--- config.mk ---
export PLATFORM = sky130hd
export DESIGN_NAME = rft_ctrl
export DESIGN_NICKNAME = d
export VERILOG_FILES = /design/src/pkg/rft_pkg.sv /design/src/rtl/rft_frame_ctr.sv /design/src/rtl/rft_round256.sv /design/src/rtl/rft_ctrl.sv
export SDC_FILE = /design/constraint.sdc
export NUM_CORES = 1
export LEC_CHECK = 0
export BUFFER_PORTS_ARGS = -buffer_cell sky130_fd_sc_hd__buf_2
export CORE_MARGIN = 4
export CORE_UTILIZATION = 55
export DETAILED_ROUTE_END_ITERATION = 12
export HOLD_SLACK_MARGIN = 0.08
export MAX_ROUTING_LAYER = met4
export PLACE_DENSITY_LB_ADDON = 0.12
export SLEW_MARGIN = 20
export SYNTH_ARGS = -nofsm -noshare
export SYNTH_HDL_FRONTEND = slang
export SYNTH_SLANG_ARGS = --single-unit
--- constraint.sdc ---
create_clock -name pclk -period 3.5 [get_ports pclk]
set_clock_uncertainty 0.1 [all_clocks]
set_input_delay 0.35 -clock pclk [delete_from_list [all_inputs] [get_ports pclk]]
set_output_delay 0.35 -clock pclk [all_outputs]
set_load 0.02 [all_outputs]
--- src/pkg/rft_pkg.sv ---
// Package with register map, field layouts, timing counts and carriers
package rft_pkg;
  // Register byte offsets on the APB port
  localparam logic [7:0] RFT_CTRL_OFS = 8'h00;
  localparam logic [7:0] RFT_FOFS_OFS = 8'h04;
  localparam logic [7:0] RFT_COFS_OFS = 8'h08;
  localparam logic [7:0] RFT_DFLT_OFS = 8'h0C;
  localparam logic [7:0] RFT_SCCO_OFS = 8'h10;
  localparam logic [7:0] RFT_MEAS_OFS = 8'h14;
  localparam logic [7:0] RFT_TBS_OFS = 8'h18;
  localparam logic [7:0] RFT_STAT_OFS = 8'h1C;
  localparam logic [7:0] RFT_DCHO_OFS = 8'h20;
  // Control register fields
  localparam int RFT_CTRL_RUN_BIT = 0;
  localparam int RFT_CTRL_PCH_BIT = 1;
  localparam int RFT_CTRL_ONE_BIT = 2;
  // Default offset register fields
  localparam int RFT_DFLT_TDD_LSB = 16;
  // Measurement register fields
  localparam int RFT_MEAS_CHIP_LSB = 16;
  // Status register fields
  localparam int RFT_STAT_BUSY_BIT = 16;
  localparam int RFT_STAT_ERR_BIT = 17;
  localparam int RFT_STAT_CFN_LSB = 20;
  // Reset values
  localparam logic [2:0] RFT_CTRL_RST = 3'h0;
  localparam logic [15:0] RFT_ZERO16 = 16'h0000;
  // Counter ranges and offset limits
  localparam logic [11:0] RFT_LONG_MAX = 12'hFFF;
  localparam logic [11:0] RFT_CONN_MAX = 12'h0FF;
  localparam logic [15:0] RFT_CHIP_MAX = 16'h95FF;
  localparam logic [15:0] RFT_CHIPS_PER_FRAME = 16'h9600;
  localparam logic [9:0] RFT_FDD_DFLT_MAX = 10'h257;
  localparam logic [7:0] RFT_HALF_STEP = 8'h80;
  // Frame period and clock rate
  localparam int RFT_FRAME_US = 10000;
  localparam int RFT_CLK_KHZ = 40000;
  localparam int RFT_FRAME_CYC = RFT_FRAME_US * RFT_CLK_KHZ / 1000;
  // Secondary common channel offset codes: 0, 10, 20 or 40 ms
  typedef enum logic [1:0] {
    RFT_SCC_0MS,
    RFT_SCC_10MS,
    RFT_SCC_20MS,
    RFT_SCC_40MS
  } rft_scc_e;
  // Offsets presented to the device
  typedef struct packed {
    logic [7:0] link_frame_offset;
    logic [15:0] link_chip_offset;
    logic [15:0] dedicated_channel_frame_offset;
    logic [9:0] fdd_default_link_offset;
    logic [2:0] tdd_default_link_offset;
    rft_scc_e secondary_common_channel_offset;
  } rft_offsets_s;
  // Terminal measurements forwarded to the device
  typedef struct packed {
    logic [7:0] measured_frame_difference;
    logic [15:0] measured_chip_difference;
  } rft_meas_s;
  // Transport block set announcement
  typedef struct packed {
    logic [11:0] connection_frame_counter;
    logic [15:0] tag;
  } rft_tbs_s;
endpackage

--- src/rtl/rft_frame_ctr.sv ---
// Wrapping frame counter with a run-time maximum
`timescale 1ns/1ps
module rft_frame_ctr
  import rft_pkg::*;
#(
  parameter int W = 12
) (
  input wire logic pclk,
  input wire logic presetn,
  input wire logic tick,
  input wire logic [W-1:0] max_val,
  output logic [W-1:0] count
);
  logic [W-1:0] count_q;

  generate
    if (W < 8) begin : g_chk
      $error("rft_frame_ctr: width below 8 cannot hold the ranges");
    end
  endgenerate

  // One step per frame tick, wrap after the maximum
  always_ff @(posedge pclk or negedge presetn) begin
    if (!presetn) begin
      count_q <= '0;
    end else if (tick) begin
      if (count_q >= max_val) begin
        count_q <= '0;
      end else begin
        count_q <= count_q + 1'b1;
      end
    end
  end

  assign count = count_q;
endmodule

--- src/rtl/rft_round256.sv ---
// Rounds a chip offset to the nearest 256-chip boundary within a frame
`timescale 1ns/1ps
module rft_round256
  import rft_pkg::*;
(
  input wire logic [15:0] chips,
  output logic [15:0] rounded
);
  logic [16:0] up;

  // Low byte of 128 or more rounds up; a whole frame folds back to zero
  always_comb begin
    up = {1'b0, chips[15:8], 8'h00} + 17'h00100;
    if (chips[7:0] >= RFT_HALF_STEP) begin
      if (up[15:0] >= RFT_CHIPS_PER_FRAME) begin
        rounded = RFT_ZERO16;
      end else begin
        rounded = up[15:0];
      end
    end else begin
      rounded = {chips[15:8], 8'h00};
    end
  end
endmodule

--- src/rtl/rft_ctrl.sv ---
// Controller that keeps its frame timebase and supplies offsets to the base station
//
// Chosen here: the APB interface to the registers and the address map.
`timescale 1ns/1ps
// Behaviour
// - Controller keeps own frame counter 0..4095
// - Connection counter 0..255, paging 0..4095
// - Every transport block set carries connection number
// - Link frame offset 0..255, one frame steps
// - Measured frame difference 0..255
// - Single link from common: frame difference zero
// - FDD default offset 0..599, 512-chip units
// - TDD default offset 0..7 frames
// - Link chip offset 0..38399, given to station
// - Dedicated offset is chip offset rounded, 256 steps
// - Measured chip difference 0..38399
// - Single link from common: chip difference zero
module rft_ctrl
  import rft_pkg::*;
#(
  parameter int FRAME_CYC = RFT_FRAME_CYC
) (
  input wire logic pclk,
  input wire logic presetn,
  input wire logic psel,
  input wire logic penable,
  input wire logic pwrite,
  input wire logic [7:0] paddr,
  input wire logic [31:0] pwdata,
  output logic [31:0] prdata,
  output logic pready,
  output logic pslverr,
  output rft_offsets_s offsets,
  output rft_meas_s meas,
  output logic frame_tick,
  output logic tbs_valid,
  output rft_tbs_s tbs,
  input wire logic tbs_ready
);
  typedef enum logic {
    RFT_TB_IDLE,
    RFT_TB_SEND
  } rft_tb_e;

  localparam int TW = $clog2(FRAME_CYC);

  generate
    if (FRAME_CYC < 2) begin : g_chk
      $error("rft_ctrl: FRAME_CYC must be at least 2");
    end
  endgenerate

  // Decodes which word offsets exist
  function automatic logic rft_mapped(input logic [7:0] a);
    case (a)
      RFT_CTRL_OFS, RFT_FOFS_OFS, RFT_COFS_OFS, RFT_DFLT_OFS,
      RFT_SCCO_OFS, RFT_MEAS_OFS, RFT_TBS_OFS, RFT_STAT_OFS,
      RFT_DCHO_OFS: rft_mapped = 1'b1;
      default: rft_mapped = 1'b0;
    endcase
  endfunction

  logic setup;
  logic access;
  logic wr;
  logic [2:0] ctrl_q;
  logic [7:0] fofs_q;
  logic [15:0] cofs_q;
  logic [9:0] fdd_q;
  logic [2:0] tdd_q;
  rft_scc_e scc_q;
  logic [7:0] mfd_q;
  logic [15:0] mcd_q;
  logic err_q;
  logic err_set;
  logic err_clr;
  logic [31:0] prdata_q;
  logic [31:0] rd_d;
  logic [TW-1:0] div_q;
  logic tick;
  logic [11:0] ctl_cnt;
  logic [11:0] conn_cnt;
  logic [11:0] conn_max;
  logic [15:0] dch_rnd;
  logic [15:0] dch_q;
  rft_tb_e tb_q;
  rft_tbs_s tbs_q;
  rft_meas_s meas_q;
  logic cofs_bad;
  logic fdd_bad;

  // Zero-wait slave; read data is latched in the setup cycle
  assign setup = psel & ~penable;
  assign access = psel & penable;
  assign wr = access & pwrite;
  assign pready = 1'b1;
  assign pslverr = access & ~rft_mapped(paddr);
  assign prdata = prdata_q;

  // Range checks on software values before they reach the station
  assign cofs_bad = pwdata[15:0] > RFT_CHIP_MAX;
  assign fdd_bad = pwdata[9:0] > RFT_FDD_DFLT_MAX;

  // Control register steers the timebase and the measurement forcing
  always_ff @(posedge pclk or negedge presetn) begin
    if (!presetn) begin
      ctrl_q <= RFT_CTRL_RST;
    end else if (wr && paddr == RFT_CTRL_OFS) begin
      ctrl_q <= pwdata[2:0];
    end
  end

  // Link frame offset, full 8-bit range is legal
  always_ff @(posedge pclk or negedge presetn) begin
    if (!presetn) begin
      fofs_q <= 8'h00;
    end else if (wr && paddr == RFT_FOFS_OFS) begin
      fofs_q <= pwdata[7:0];
    end
  end

  // Chip offset; out-of-range writes are dropped, old value kept
  always_ff @(posedge pclk or negedge presetn) begin
    if (!presetn) begin
      cofs_q <= RFT_ZERO16;
    end else if (wr && paddr == RFT_COFS_OFS && !cofs_bad) begin
      cofs_q <= pwdata[15:0];
    end
  end

  // Default offsets; the FDD field is checked, the TDD field fits its width
  always_ff @(posedge pclk or negedge presetn) begin
    if (!presetn) begin
      fdd_q <= 10'h000;
      tdd_q <= 3'h0;
    end else if (wr && paddr == RFT_DFLT_OFS) begin
      if (!fdd_bad) begin
        fdd_q <= pwdata[9:0];
      end
      tdd_q <= pwdata[RFT_DFLT_TDD_LSB +: 3];
    end
  end

  // Secondary common offset holds only one of four codes
  always_ff @(posedge pclk or negedge presetn) begin
    if (!presetn) begin
      scc_q <= RFT_SCC_0MS;
    end else if (wr && paddr == RFT_SCCO_OFS) begin
      scc_q <= rft_scc_e'(pwdata[1:0]);
    end
  end

  // Measurements from the terminal; the chip field is range checked
  always_ff @(posedge pclk or negedge presetn) begin
    if (!presetn) begin
      mfd_q <= 8'h00;
      mcd_q <= RFT_ZERO16;
    end else if (wr && paddr == RFT_MEAS_OFS) begin
      mfd_q <= pwdata[7:0];
      if (pwdata[RFT_MEAS_CHIP_LSB +: 16] <= RFT_CHIP_MAX) begin
        mcd_q <= pwdata[RFT_MEAS_CHIP_LSB +: 16];
      end
    end
  end

  // Sticky range error; a new error beats a clear in the same cycle
  assign err_set = wr && ((paddr == RFT_COFS_OFS && cofs_bad) ||
                          (paddr == RFT_DFLT_OFS && fdd_bad) ||
                          (paddr == RFT_MEAS_OFS &&
                           pwdata[RFT_MEAS_CHIP_LSB +: 16] > RFT_CHIP_MAX));
  assign err_clr = wr && paddr == RFT_STAT_OFS && pwdata[RFT_STAT_ERR_BIT];

  always_ff @(posedge pclk or negedge presetn) begin
    if (!presetn) begin
      err_q <= 1'b0;
    end else if (err_set) begin
      err_q <= 1'b1;
    end else if (err_clr) begin
      err_q <= 1'b0;
    end
  end

  // Frame divider: one tick per 10 ms while running
  always_ff @(posedge pclk or negedge presetn) begin
    if (!presetn) begin
      div_q <= '0;
    end else if (!ctrl_q[RFT_CTRL_RUN_BIT]) begin
      div_q <= '0;
    end else if (div_q == TW'(FRAME_CYC - 1)) begin
      div_q <= '0;
    end else begin
      div_q <= div_q + 1'b1;
    end
  end

  assign tick = ctrl_q[RFT_CTRL_RUN_BIT] && div_q == TW'(FRAME_CYC - 1);

  // Tick out as a registered pulse so the station side sees a clean edge
  always_ff @(posedge pclk or negedge presetn) begin
    if (!presetn) begin
      frame_tick <= 1'b0;
    end else begin
      frame_tick <= tick;
    end
  end

  // Controller node-wide counter, fixed full range
  rft_frame_ctr #(
    .W(12)
  ) u_ctl_cnt (
    .pclk(pclk),
    .presetn(presetn),
    .tick(tick),
    .max_val(RFT_LONG_MAX),
    .count(ctl_cnt)
  );

  // Connection counter; paging mode widens its range
  assign conn_max = ctrl_q[RFT_CTRL_PCH_BIT] ? RFT_LONG_MAX : RFT_CONN_MAX;

  rft_frame_ctr #(
    .W(12)
  ) u_conn_cnt (
    .pclk(pclk),
    .presetn(presetn),
    .tick(tick),
    .max_val(conn_max),
    .count(conn_cnt)
  );

  // Dedicated channel offset derived from the chip offset
  rft_round256 u_round (
    .chips(cofs_q),
    .rounded(dch_rnd)
  );

  always_ff @(posedge pclk or negedge presetn) begin
    if (!presetn) begin
      dch_q <= RFT_ZERO16;
    end else begin
      dch_q <= dch_rnd;
    end
  end

  // Forward measurements, forced to zero for a single link from common
  always_ff @(posedge pclk or negedge presetn) begin
    if (!presetn) begin
      meas_q <= '0;
    end else if (ctrl_q[RFT_CTRL_ONE_BIT]) begin
      meas_q.measured_frame_difference <= 8'h00;
      meas_q.measured_chip_difference <= RFT_ZERO16;
    end else begin
      meas_q.measured_frame_difference <= mfd_q;
      meas_q.measured_chip_difference <= mcd_q;
    end
  end

  // Transport block set handshake; a write while busy is ignored
  always_ff @(posedge pclk or negedge presetn) begin
    if (!presetn) begin
      tb_q <= RFT_TB_IDLE;
      tbs_q <= '0;
    end else begin
      case (tb_q)
        RFT_TB_IDLE: begin
          if (wr && paddr == RFT_TBS_OFS) begin
            tbs_q.connection_frame_counter <= conn_cnt;
            tbs_q.tag <= pwdata[15:0];
            tb_q <= RFT_TB_SEND;
          end
        end
        RFT_TB_SEND: begin
          if (tbs_ready) begin
            tb_q <= RFT_TB_IDLE;
          end
        end
        default: tb_q <= RFT_TB_IDLE;
      endcase
    end
  end

  assign tbs_valid = tb_q == RFT_TB_SEND;
  assign tbs = tbs_q;
  assign meas = meas_q;

  // Offsets bundle straight from the registers
  assign offsets.link_frame_offset = fofs_q;
  assign offsets.link_chip_offset = cofs_q;
  assign offsets.dedicated_channel_frame_offset = dch_q;
  assign offsets.fdd_default_link_offset = fdd_q;
  assign offsets.tdd_default_link_offset = tdd_q;
  assign offsets.secondary_common_channel_offset = scc_q;

  // Read mux; unmapped words read as zero
  always_comb begin
    rd_d = 32'h0000_0000;
    case (paddr)
      RFT_CTRL_OFS: rd_d[2:0] = ctrl_q;
      RFT_FOFS_OFS: rd_d[7:0] = fofs_q;
      RFT_COFS_OFS: rd_d[15:0] = cofs_q;
      RFT_DFLT_OFS: begin
        rd_d[9:0] = fdd_q;
        rd_d[RFT_DFLT_TDD_LSB +: 3] = tdd_q;
      end
      RFT_SCCO_OFS: rd_d[1:0] = scc_q;
      RFT_MEAS_OFS: begin
        rd_d[7:0] = mfd_q;
        rd_d[RFT_MEAS_CHIP_LSB +: 16] = mcd_q;
      end
      RFT_TBS_OFS: rd_d[15:0] = tbs_q.tag;
      RFT_STAT_OFS: begin
        rd_d[11:0] = ctl_cnt;
        rd_d[RFT_STAT_BUSY_BIT] = tb_q == RFT_TB_SEND;
        rd_d[RFT_STAT_ERR_BIT] = err_q;
        rd_d[RFT_STAT_CFN_LSB +: 12] = conn_cnt;
      end
      RFT_DCHO_OFS: rd_d[15:0] = dch_q;
      default: rd_d = 32'h0000_0000;
    endcase
  end

  // Latch in setup so access presents flop data with no wait
  always_ff @(posedge pclk or negedge presetn) begin
    if (!presetn) begin
      prdata_q <= 32'h0000_0000;
    end else if (setup && !pwrite) begin
      prdata_q <= rd_d;
    end
  end
endmodule

==> results of run 1 <==
==> flip-flops by register name (all words and copies together) (netlist names) <==
| register | flops |
|---|---|
| tbs | 28 |
| scc_q | 2 |
| mfd_q | 8 |
| cofs_q | 16 |
| tdd_q | 3 |
| err_q | 1 |
| dch_q | 8 |
| ctrl_q | 3 |
| meas | 24 |
| frame_tick | 1 |
| u_ctl_cnt.count | 12 |
| prdata | 32 |
| div_q | 19 |
| fofs_q | 8 |
| fdd_q | 10 |
| mcd_q | 16 |
| tbs_valid | 1 |
| u_conn_cnt.count | 12 |
==> cell families (layout without fill, tap and decap cells) <==
kind of cell	after synthesis	count (layout)
AO/OA/AOI/OAI	147	147
multiplexers	113	113
adder cells (fa/ha/maj)	9	9
AND/OR/NAND/NOR	262	262
XOR/XNOR	28	28
buffers and inverters	59	267
flip-flops	204	204
other	2	9
==> where the power goes <==
part / leakage, nW / total (mW) / internal [mW] / switching, mW
clock network: 0.370 / 2.45 / 1.55 / 0.905
registers: 2.80 / 2.45 / 2.41 / 0.0399
logic: 2.63 / 0.368 / 0.131 / 0.237
==> synthesized netlist by cell type (all sizes together) (3+ instances only) <==
library cell,number
a21oi,15
and4,3
ha,9
a222oi,4
or3,4
dfrtp,204
nand3b,3
o31ai,3
a211oi,5
nor3,16
o21ai,30
buf,26
xnor2,17
nor2b,31
and3,9
a211o,4
clkbuf,25
o22ai,7
xor2,11
and2,9
a21o,6
nor2,86
o2bb2ai,5
nand3,24
inv,8
a31oi,5
a22oi,15
mux2,104
o221ai,3
o21a,5
nand4,14
nand2b,3
a221oi,13
a22o,15
o22a,3
nor4,3
nand2,50
mux2i,9
==> through the flow <==
step | cells | util | worst slack [ps]
floorplan | 831 | - | 1400
global placement | 1195 | 0.631 | 627
detailed placement | 1195 | 0.631 | 583
CTS | 1259 | 0.693 | 764
global route | 1259 | 0.693 | 584
finish | 1259 | 0.693 | 711
==> area by class of cell <==
type | count | area share
well taps | 220 | 0.0237
flip-flops and latches | 204 | 0.439
multi-input cells | 568 | 0.355
inverters | 8 | 0.00258
repair buffers | 223 | 0.113
clock inverters | 6 | 0.0114
clock buffers | 30 | 0.0544
==> worst max path at each step <==
stage | start | slack [ps] | end | cells after the start
detailed placement | paddr[4] | 580 | mcd_q[12]$_DFFE_PN0P_ | 7
CTS | paddr[2] | 760 | pslverr | 5
floorplan | paddr[7] | 1400 | mcd_q[10]$_DFFE_PN0P_ | 6
global placement | paddr[4] | 630 | mcd_q[8]$_DFFE_PN0P_ | 7
finish | paddr[2] | 710 | pslverr | 5
global route | div_q[2]$_DFF_PN0_ | 580 | u_ctl_cnt.count[5]$_DFFE_PN0P_ | 6
==> per-layer routing <==
metal  track usage  share of wire  vias up
li1              -              -     3374
met1         0.358           0.44     3627
met2         0.403           0.47      265
met3        0.0415          0.062       45
met4        0.0675          0.025        0
met5             -              0        -
==> qor.csv, run 1 <==
metric,value,unit
Area after DPL,10600,µm²
Hold Startpoint,pwdata[4],
most frequent cells in the layout,"dfrtp_1, buf_2, mux2_2",
layout cells sized above 1,0.331,
# DRC,0,
H-tree levels,1,
routability cong.,0.851,
# fillers,1281,
"Setup violations, final",0,
Synth Register Bits,204,
minimum clock period,2790,ps
initial antenna violation count,0,
Vias,7311,
vias per inst,5.81,
vias in the first global route,7350,
maxcap violations,0,
"Clk pin slew, worst setup/hold paths",60,ps
Hold Buf Count CTS,28,
sequential cell area,5100,µm²
row cnt,47,
gr usage total,0.259,
Synth Warn #,0,
Crit path max-delay family,simple AND/OR/NAND/NOR gates,
fmax,359,MHz
Power Total,5.27,mW
Sum Neg Setup Slack,0,ps
largest net degree at the start of global routing,74,
crit path capture type,output pin,
TritonRoute pass-1 iters,5,
worst path buffer plus inverter count,2,
RSZ-0062 raised after global routing,false,
PortBufs,179,
Synth Area in XOR/XNOR,0.0258,
# resized after CTS,0,
Final Max Tran Viols,0,
clock root buffer,clkbuf_16,
HPWL after DPL,17.3,mm
first-pass GRT wire length,40.0,mm
initial core utilization,0.567,
critical path's slowest cell,nor4_1,
WHS Endpoint,fdd_q[4]$_DFFE_PN0P_,
worst r2r path cells,7,
sequential area share after synthesis,0.537,
Worst setup SP type,primary input,
Worst R2R Start,ctrl_q[1]$_DFFE_PN0P_,
Initial DRC Count,480,
"antenna viol nets, final",0,
cell area after synthesis,9500,µm²
period utilisation layout,0.797,
multi-input combinational cell area,4130,µm²
mux cell area share after synthesis,0.137,
Yosys top cell by area,dfrtp_1,
"most common cell after layout, fill and taps aside",dfrtp_1,
Clock Latency Late Sink,490,ps
ANT cells,0,
Post-CTS Setup Bufs,0,
"IR drop worst, VDD",317,µV
Compound-Gate Fraction of Synth Area,0.113,
largest family of logic cells by synthesized area,simple AND/OR/NAND/NOR gates,
post-DR wirelength/cell,19.6,µm
top-area cell type share of the netlist area,0.537,
library cells used by synthesis,64,
RR Endpoint,u_conn_cnt.count[0]$_DFFE_PN0P_,
worst hold path stage count,2,
max_slew headroom,0.478,
Slew @ Worst Pin,775,ps
Critical Path Max Stage Delay,740,ps
Core ar.,16800,µm²
Post-synth ARST share,1.00,
leakage,5.81,nW
top-level port count,189,
PwrDens,454,nW/µm²
DIE AREA,19400,µm²
Final #Nets,1082,
R2R Setup Slk,810,ps
CTS tree,built,
WL final,24.6,mm
required time worst endpoint,3050,ps
Die H,139,µm
clock tree buffer depth,3,
CP Max Fanout,19,
critical path class,in -> out,
Post-Synth Simple-Gate Area,0.142,
TritonCTS Buffers,22,
status,completed,
critical path data arrival time,2340,ps
Sink Count,204,
area share of fa/ha/maj cells after synthesis,0.0119,
fin area,11600,µm²
final hold violation count,0,
Synth-to-Final Area Change,22.3,%
Synth Instances,824,
die width,139,µm
Hold WC Path Type,in -> reg,
Post-synth EDFFs,0,
Min Hold Slack,85.9,ps
dominant synthesized flop cell,dfrtp_1,
"Avg Cell Area, Syn",11.5,µm²
synth top area cells,"dfrtp_1, mux2_2, nor2_1",
total gr overflow,0,
CP Cell Sequence,buf_2 > nor4_1 > and4b_1 > and4b_1 > buf_2,
(Power assumes the default switching activity.)
==> inputs of run 2 (changes only) <==
- ABC_AREA: unset -> 1
- clock period: 3.5 -> 2.6 ns (I/O delays scaled with it)
==> run 2 against run 1 <==
Effect of this change:
- via count increased by 24%
- routed wire length increased by 16%
- non-clock buffer count increased by 5
- power up 34%
- setup slack worse by 98 ps
- sequential share of layout area decreased by 2.1 points
- sequential power rose by 34%
- flip-flop and latch count is the same
==> qor.csv, run 2 <==
metric,value,unit,change
status,completed,,
required time worst endpoint,2950,ps,-100 ps
Worst path most repeated cell,nand2_1,,
fin util,0.681,,-0.0124
"IR drop worst, VDD",603,µV,+90%
die width,143,µm,+2.4%
grt met1 use,0.424,,+0.0657
max_slew headroom,0.491,,+0.0126
"Clk pin slew, worst setup/hold paths",60,ps,about the same
library cells used by synthesis,43,,-33%
Worst R2R Start,cofs_q[8]$_DFFE_PN0P_,,
met2 usage,0.430,,+0.0275
crit path capture type,flip-flop,,
CP Max Fanout,9,,-10
Post-synth EDFFs,0,,unchanged
vias in the first global route,8507,,+16%
Synth Warn #,0,,unchanged
TritonCTS Buffers,23,,+4.5%
H-tree levels,1,,unchanged
Die H,143,µm,+2.4%
final hold violation count,0,,unchanged
Vias,9048,,+24%
Post-CTS Setup Bufs,0,,unchanged
"Setup violations, final",0,,unchanged
largest family of logic cells by synthesized area,simple AND/OR/NAND/NOR gates,,
"Avg Cell Area, Syn",8.14,µm²,-29%
critical path data arrival time,2330,ps,about the same
R2R Setup Slk,610,ps,-200 ps
Critical Path Max Stage Delay,530,ps,-210 ps
vias per inst,5.36,,-7.7%
Clock Latency Late Sink,510,ps,+20 ps
# resized after CTS,0,,unchanged
"antenna viol nets, final",0,,unchanged
layout cells sized above 1,0.211,,-0.120
PortBufs,179,,unchanged
"most common cell after layout, fill and taps aside",nand2_1,,
clock tree buffer depth,3,,unchanged
Final #Nets,1499,,+39%
initial antenna violation count,0,,unchanged
TritonRoute pass-1 iters,7,,+2
dominant synthesized flop cell,dfrtp_1,,
PwrDens,578,nW/µm²,+27%
top-level port count,189,,unchanged
sequential area share after synthesis,0.510,,-0.0269
Sink Count,204,,unchanged
cell area after synthesis,10000,µm²,+5.3%
Hold Startpoint,psel,,
GRT Max-Usage Layer,met2,,
most common cell in the netlist,nand2_1,,
fmax,503,MHz,
Hold WC Path Type,in -> reg,,
Post-synth ARST share,1.00,,unchanged
Slew @ Worst Pin,761,ps,-13.6 ps
critical path's slowest cell,dfrtp_1,,
Power Total,7.04,mW,+34%
Worst setup SP type,flip-flop,,
routability cong.,0.927,,+8.9%
CTS tree,built,,
period utilisation layout,0.764,,
area share of fa/ha/maj cells after synthesis,0.0113,,-0.000593
row cnt,49,,+4.3%
minimum clock period,1990,ps,
RSZ-0062 raised after global routing,false,,
most frequent cells in the layout,"nand2_1, dfrtp_1, buf_2",,
Compound-Gate Fraction of Synth Area,0.0933,,-0.0197
Initial DRC Count,620,,+29%
first-pass GRT wire length,45.4,mm,+14%
top-area cell type share of the netlist area,0.510,,-0.0269
initial core utilization,0.559,,-0.00821
DIE AREA,20400,µm²,+5.0%
Sum Neg Setup Slack,0,ps,unchanged
Hold Buf Count CTS,34,,+21%
placed cell count,1614,,+35%
ANT cells,0,,unchanged
total gr overflow,0,,unchanged
critical path class,reg -> reg,,
synth cell count leaders,"nand2_1, dfrtp_1, nor2_1, inv_1, o21ai_0",,
synth top area cells,"dfrtp_1, nand2_1, nor2_1",,
maxcap violations,0,,unchanged
post-DR wirelength/cell,16.9,µm,-13%
clock root buffer,clkbuf_16,,
Layout Cells excl Fill,1688,,+34%
mux cell area share after synthesis,0,,-0.137
CP Cell Sequence,ha_1 > nand2_1 > nor2_1 > inv_1 > nand2_1 > inv_1 > nand2_1 > nand3_1 > nand2_1 > nand2_1 > nand2_1,,
WL final,28.6,mm,+16%
# DRC,0,,unchanged
Post-Synth Simple-Gate Area,0.292,,+0.149
HPWL after DPL,20.1,mm,+16%
max reg flops,32,,unchanged
Yosys top cell by area,dfrtp_1,,
gr usage total,0.288,,+0.0294
largest net degree at the start of global routing,86,,+16%
met3 Use GR,0.0362,,-0.00534
WHS Endpoint,prdata[15]$_DFFE_PN0P_,,
Synth Register Bits,204,,unchanged
Synth Instances,1229,,+49%
leakage,6.28,nW,+8.2%
RR Endpoint,dch_q[14]$_DFF_PN0_,,
worst hold path stage count,5,,+3
worst r2r path cells,11,,+4
Final Max Tran Viols,0,,unchanged
Synth Area in XOR/XNOR,0.0193,,-0.00655
Synth-to-Final Area Change,21.9,%,
Core ar.,17900,µm²,+6.8%
[run 2: cell count changes after synthesis, moves of 18 or more]
| cell | delta |
|---|---|
| inv_1 | +101 |
| mux2_2 | -93 |
| nand2_1 | +317 |
| nand3_1 | +46 |
| nor2_1 | +44 |
| nor2_2 | +18 |
| nor2b_1 | -31 |
| o21ai_0 | +42 |
| o21ai_1 | +33 |
[run 2: how the worst max path moves through the flow]
stage,end,startpoint,depth (start not counted)
6_report,dch_q[14]$_DFF_PN0_,cofs_q[8]$_DFFE_PN0P_,11
5_1_grt,dch_q[14]$_DFF_PN0_,cofs_q[8]$_DFFE_PN0P_,11
4_1_cts,dch_q[14]$_DFF_PN0_,cofs_q[8]$_DFFE_PN0P_,11
3_5_place_dp,mcd_q[0]$_DFFE_PN0P_,paddr[5],9
3_3_place_gp,mcd_q[15]$_DFFE_PN0P_,paddr[5],9
2_1_floorplan,dch_q[8]$_DFF_PN0_,cofs_q[8]$_DFFE_PN0P_,10
[run 2: layout make-up]
cell class | count | area (µm²)
fillers | 1550 | 5710
flip-flops and latches | 204 | 5100
multi-input cells | 866 | 4190
repair buffers | 228 | 1380
clock buffers | 36 | 724
inverters | 121 | 460
well taps | 229 | 287
clock inverters | 4 | 45.0
[run 2: routing by layer]
layer	vias up	routed length (µm)
li1	4327	-
met1	4321	12900
met2	359	13000
met3	41	2110
met4	0	621
met5	-	0
[run 2: power breakdown]
group / switching (mW) / internal [mW]
Sequential: 0.0397 / 3.24
Clock: 1.25 / 2.00
Combinational: 0.350 / 0.165
Total: 1.64 / 5.40
[run 2: cell families after synthesis]
logic type      after synthesis
compound gates              164
xor+xnor                     22
fa+ha+maj                     9
buf+inv                     166
flops                       204
other cells                   2
simple gates                662
[run 2: critical path, delay by kind of cell, from the launching register on]
| kind | cells | cell delay (ps) |
|---|---|---|
| fa+ha+maj | 1 | 250 |
| buf+inv | 2 | 100 |
| flops | 1 | 530 |
| simple gates | 8 | 960 |
[run 2: stage by stage]
| step | worst slack [ps] | cell area, µm² | hold WS, ps |
|---|---|---|---|
| floorplan | 870 | 10000 | -136 |
| global placement | 541 | 11100 | 263 |
| detailed placement | 469 | 11100 | 265 |
| CTS | 622 | 12200 | 159 |
| global route | 398 | 12200 | 185 |
| finish | 613 | 12200 | 169 |
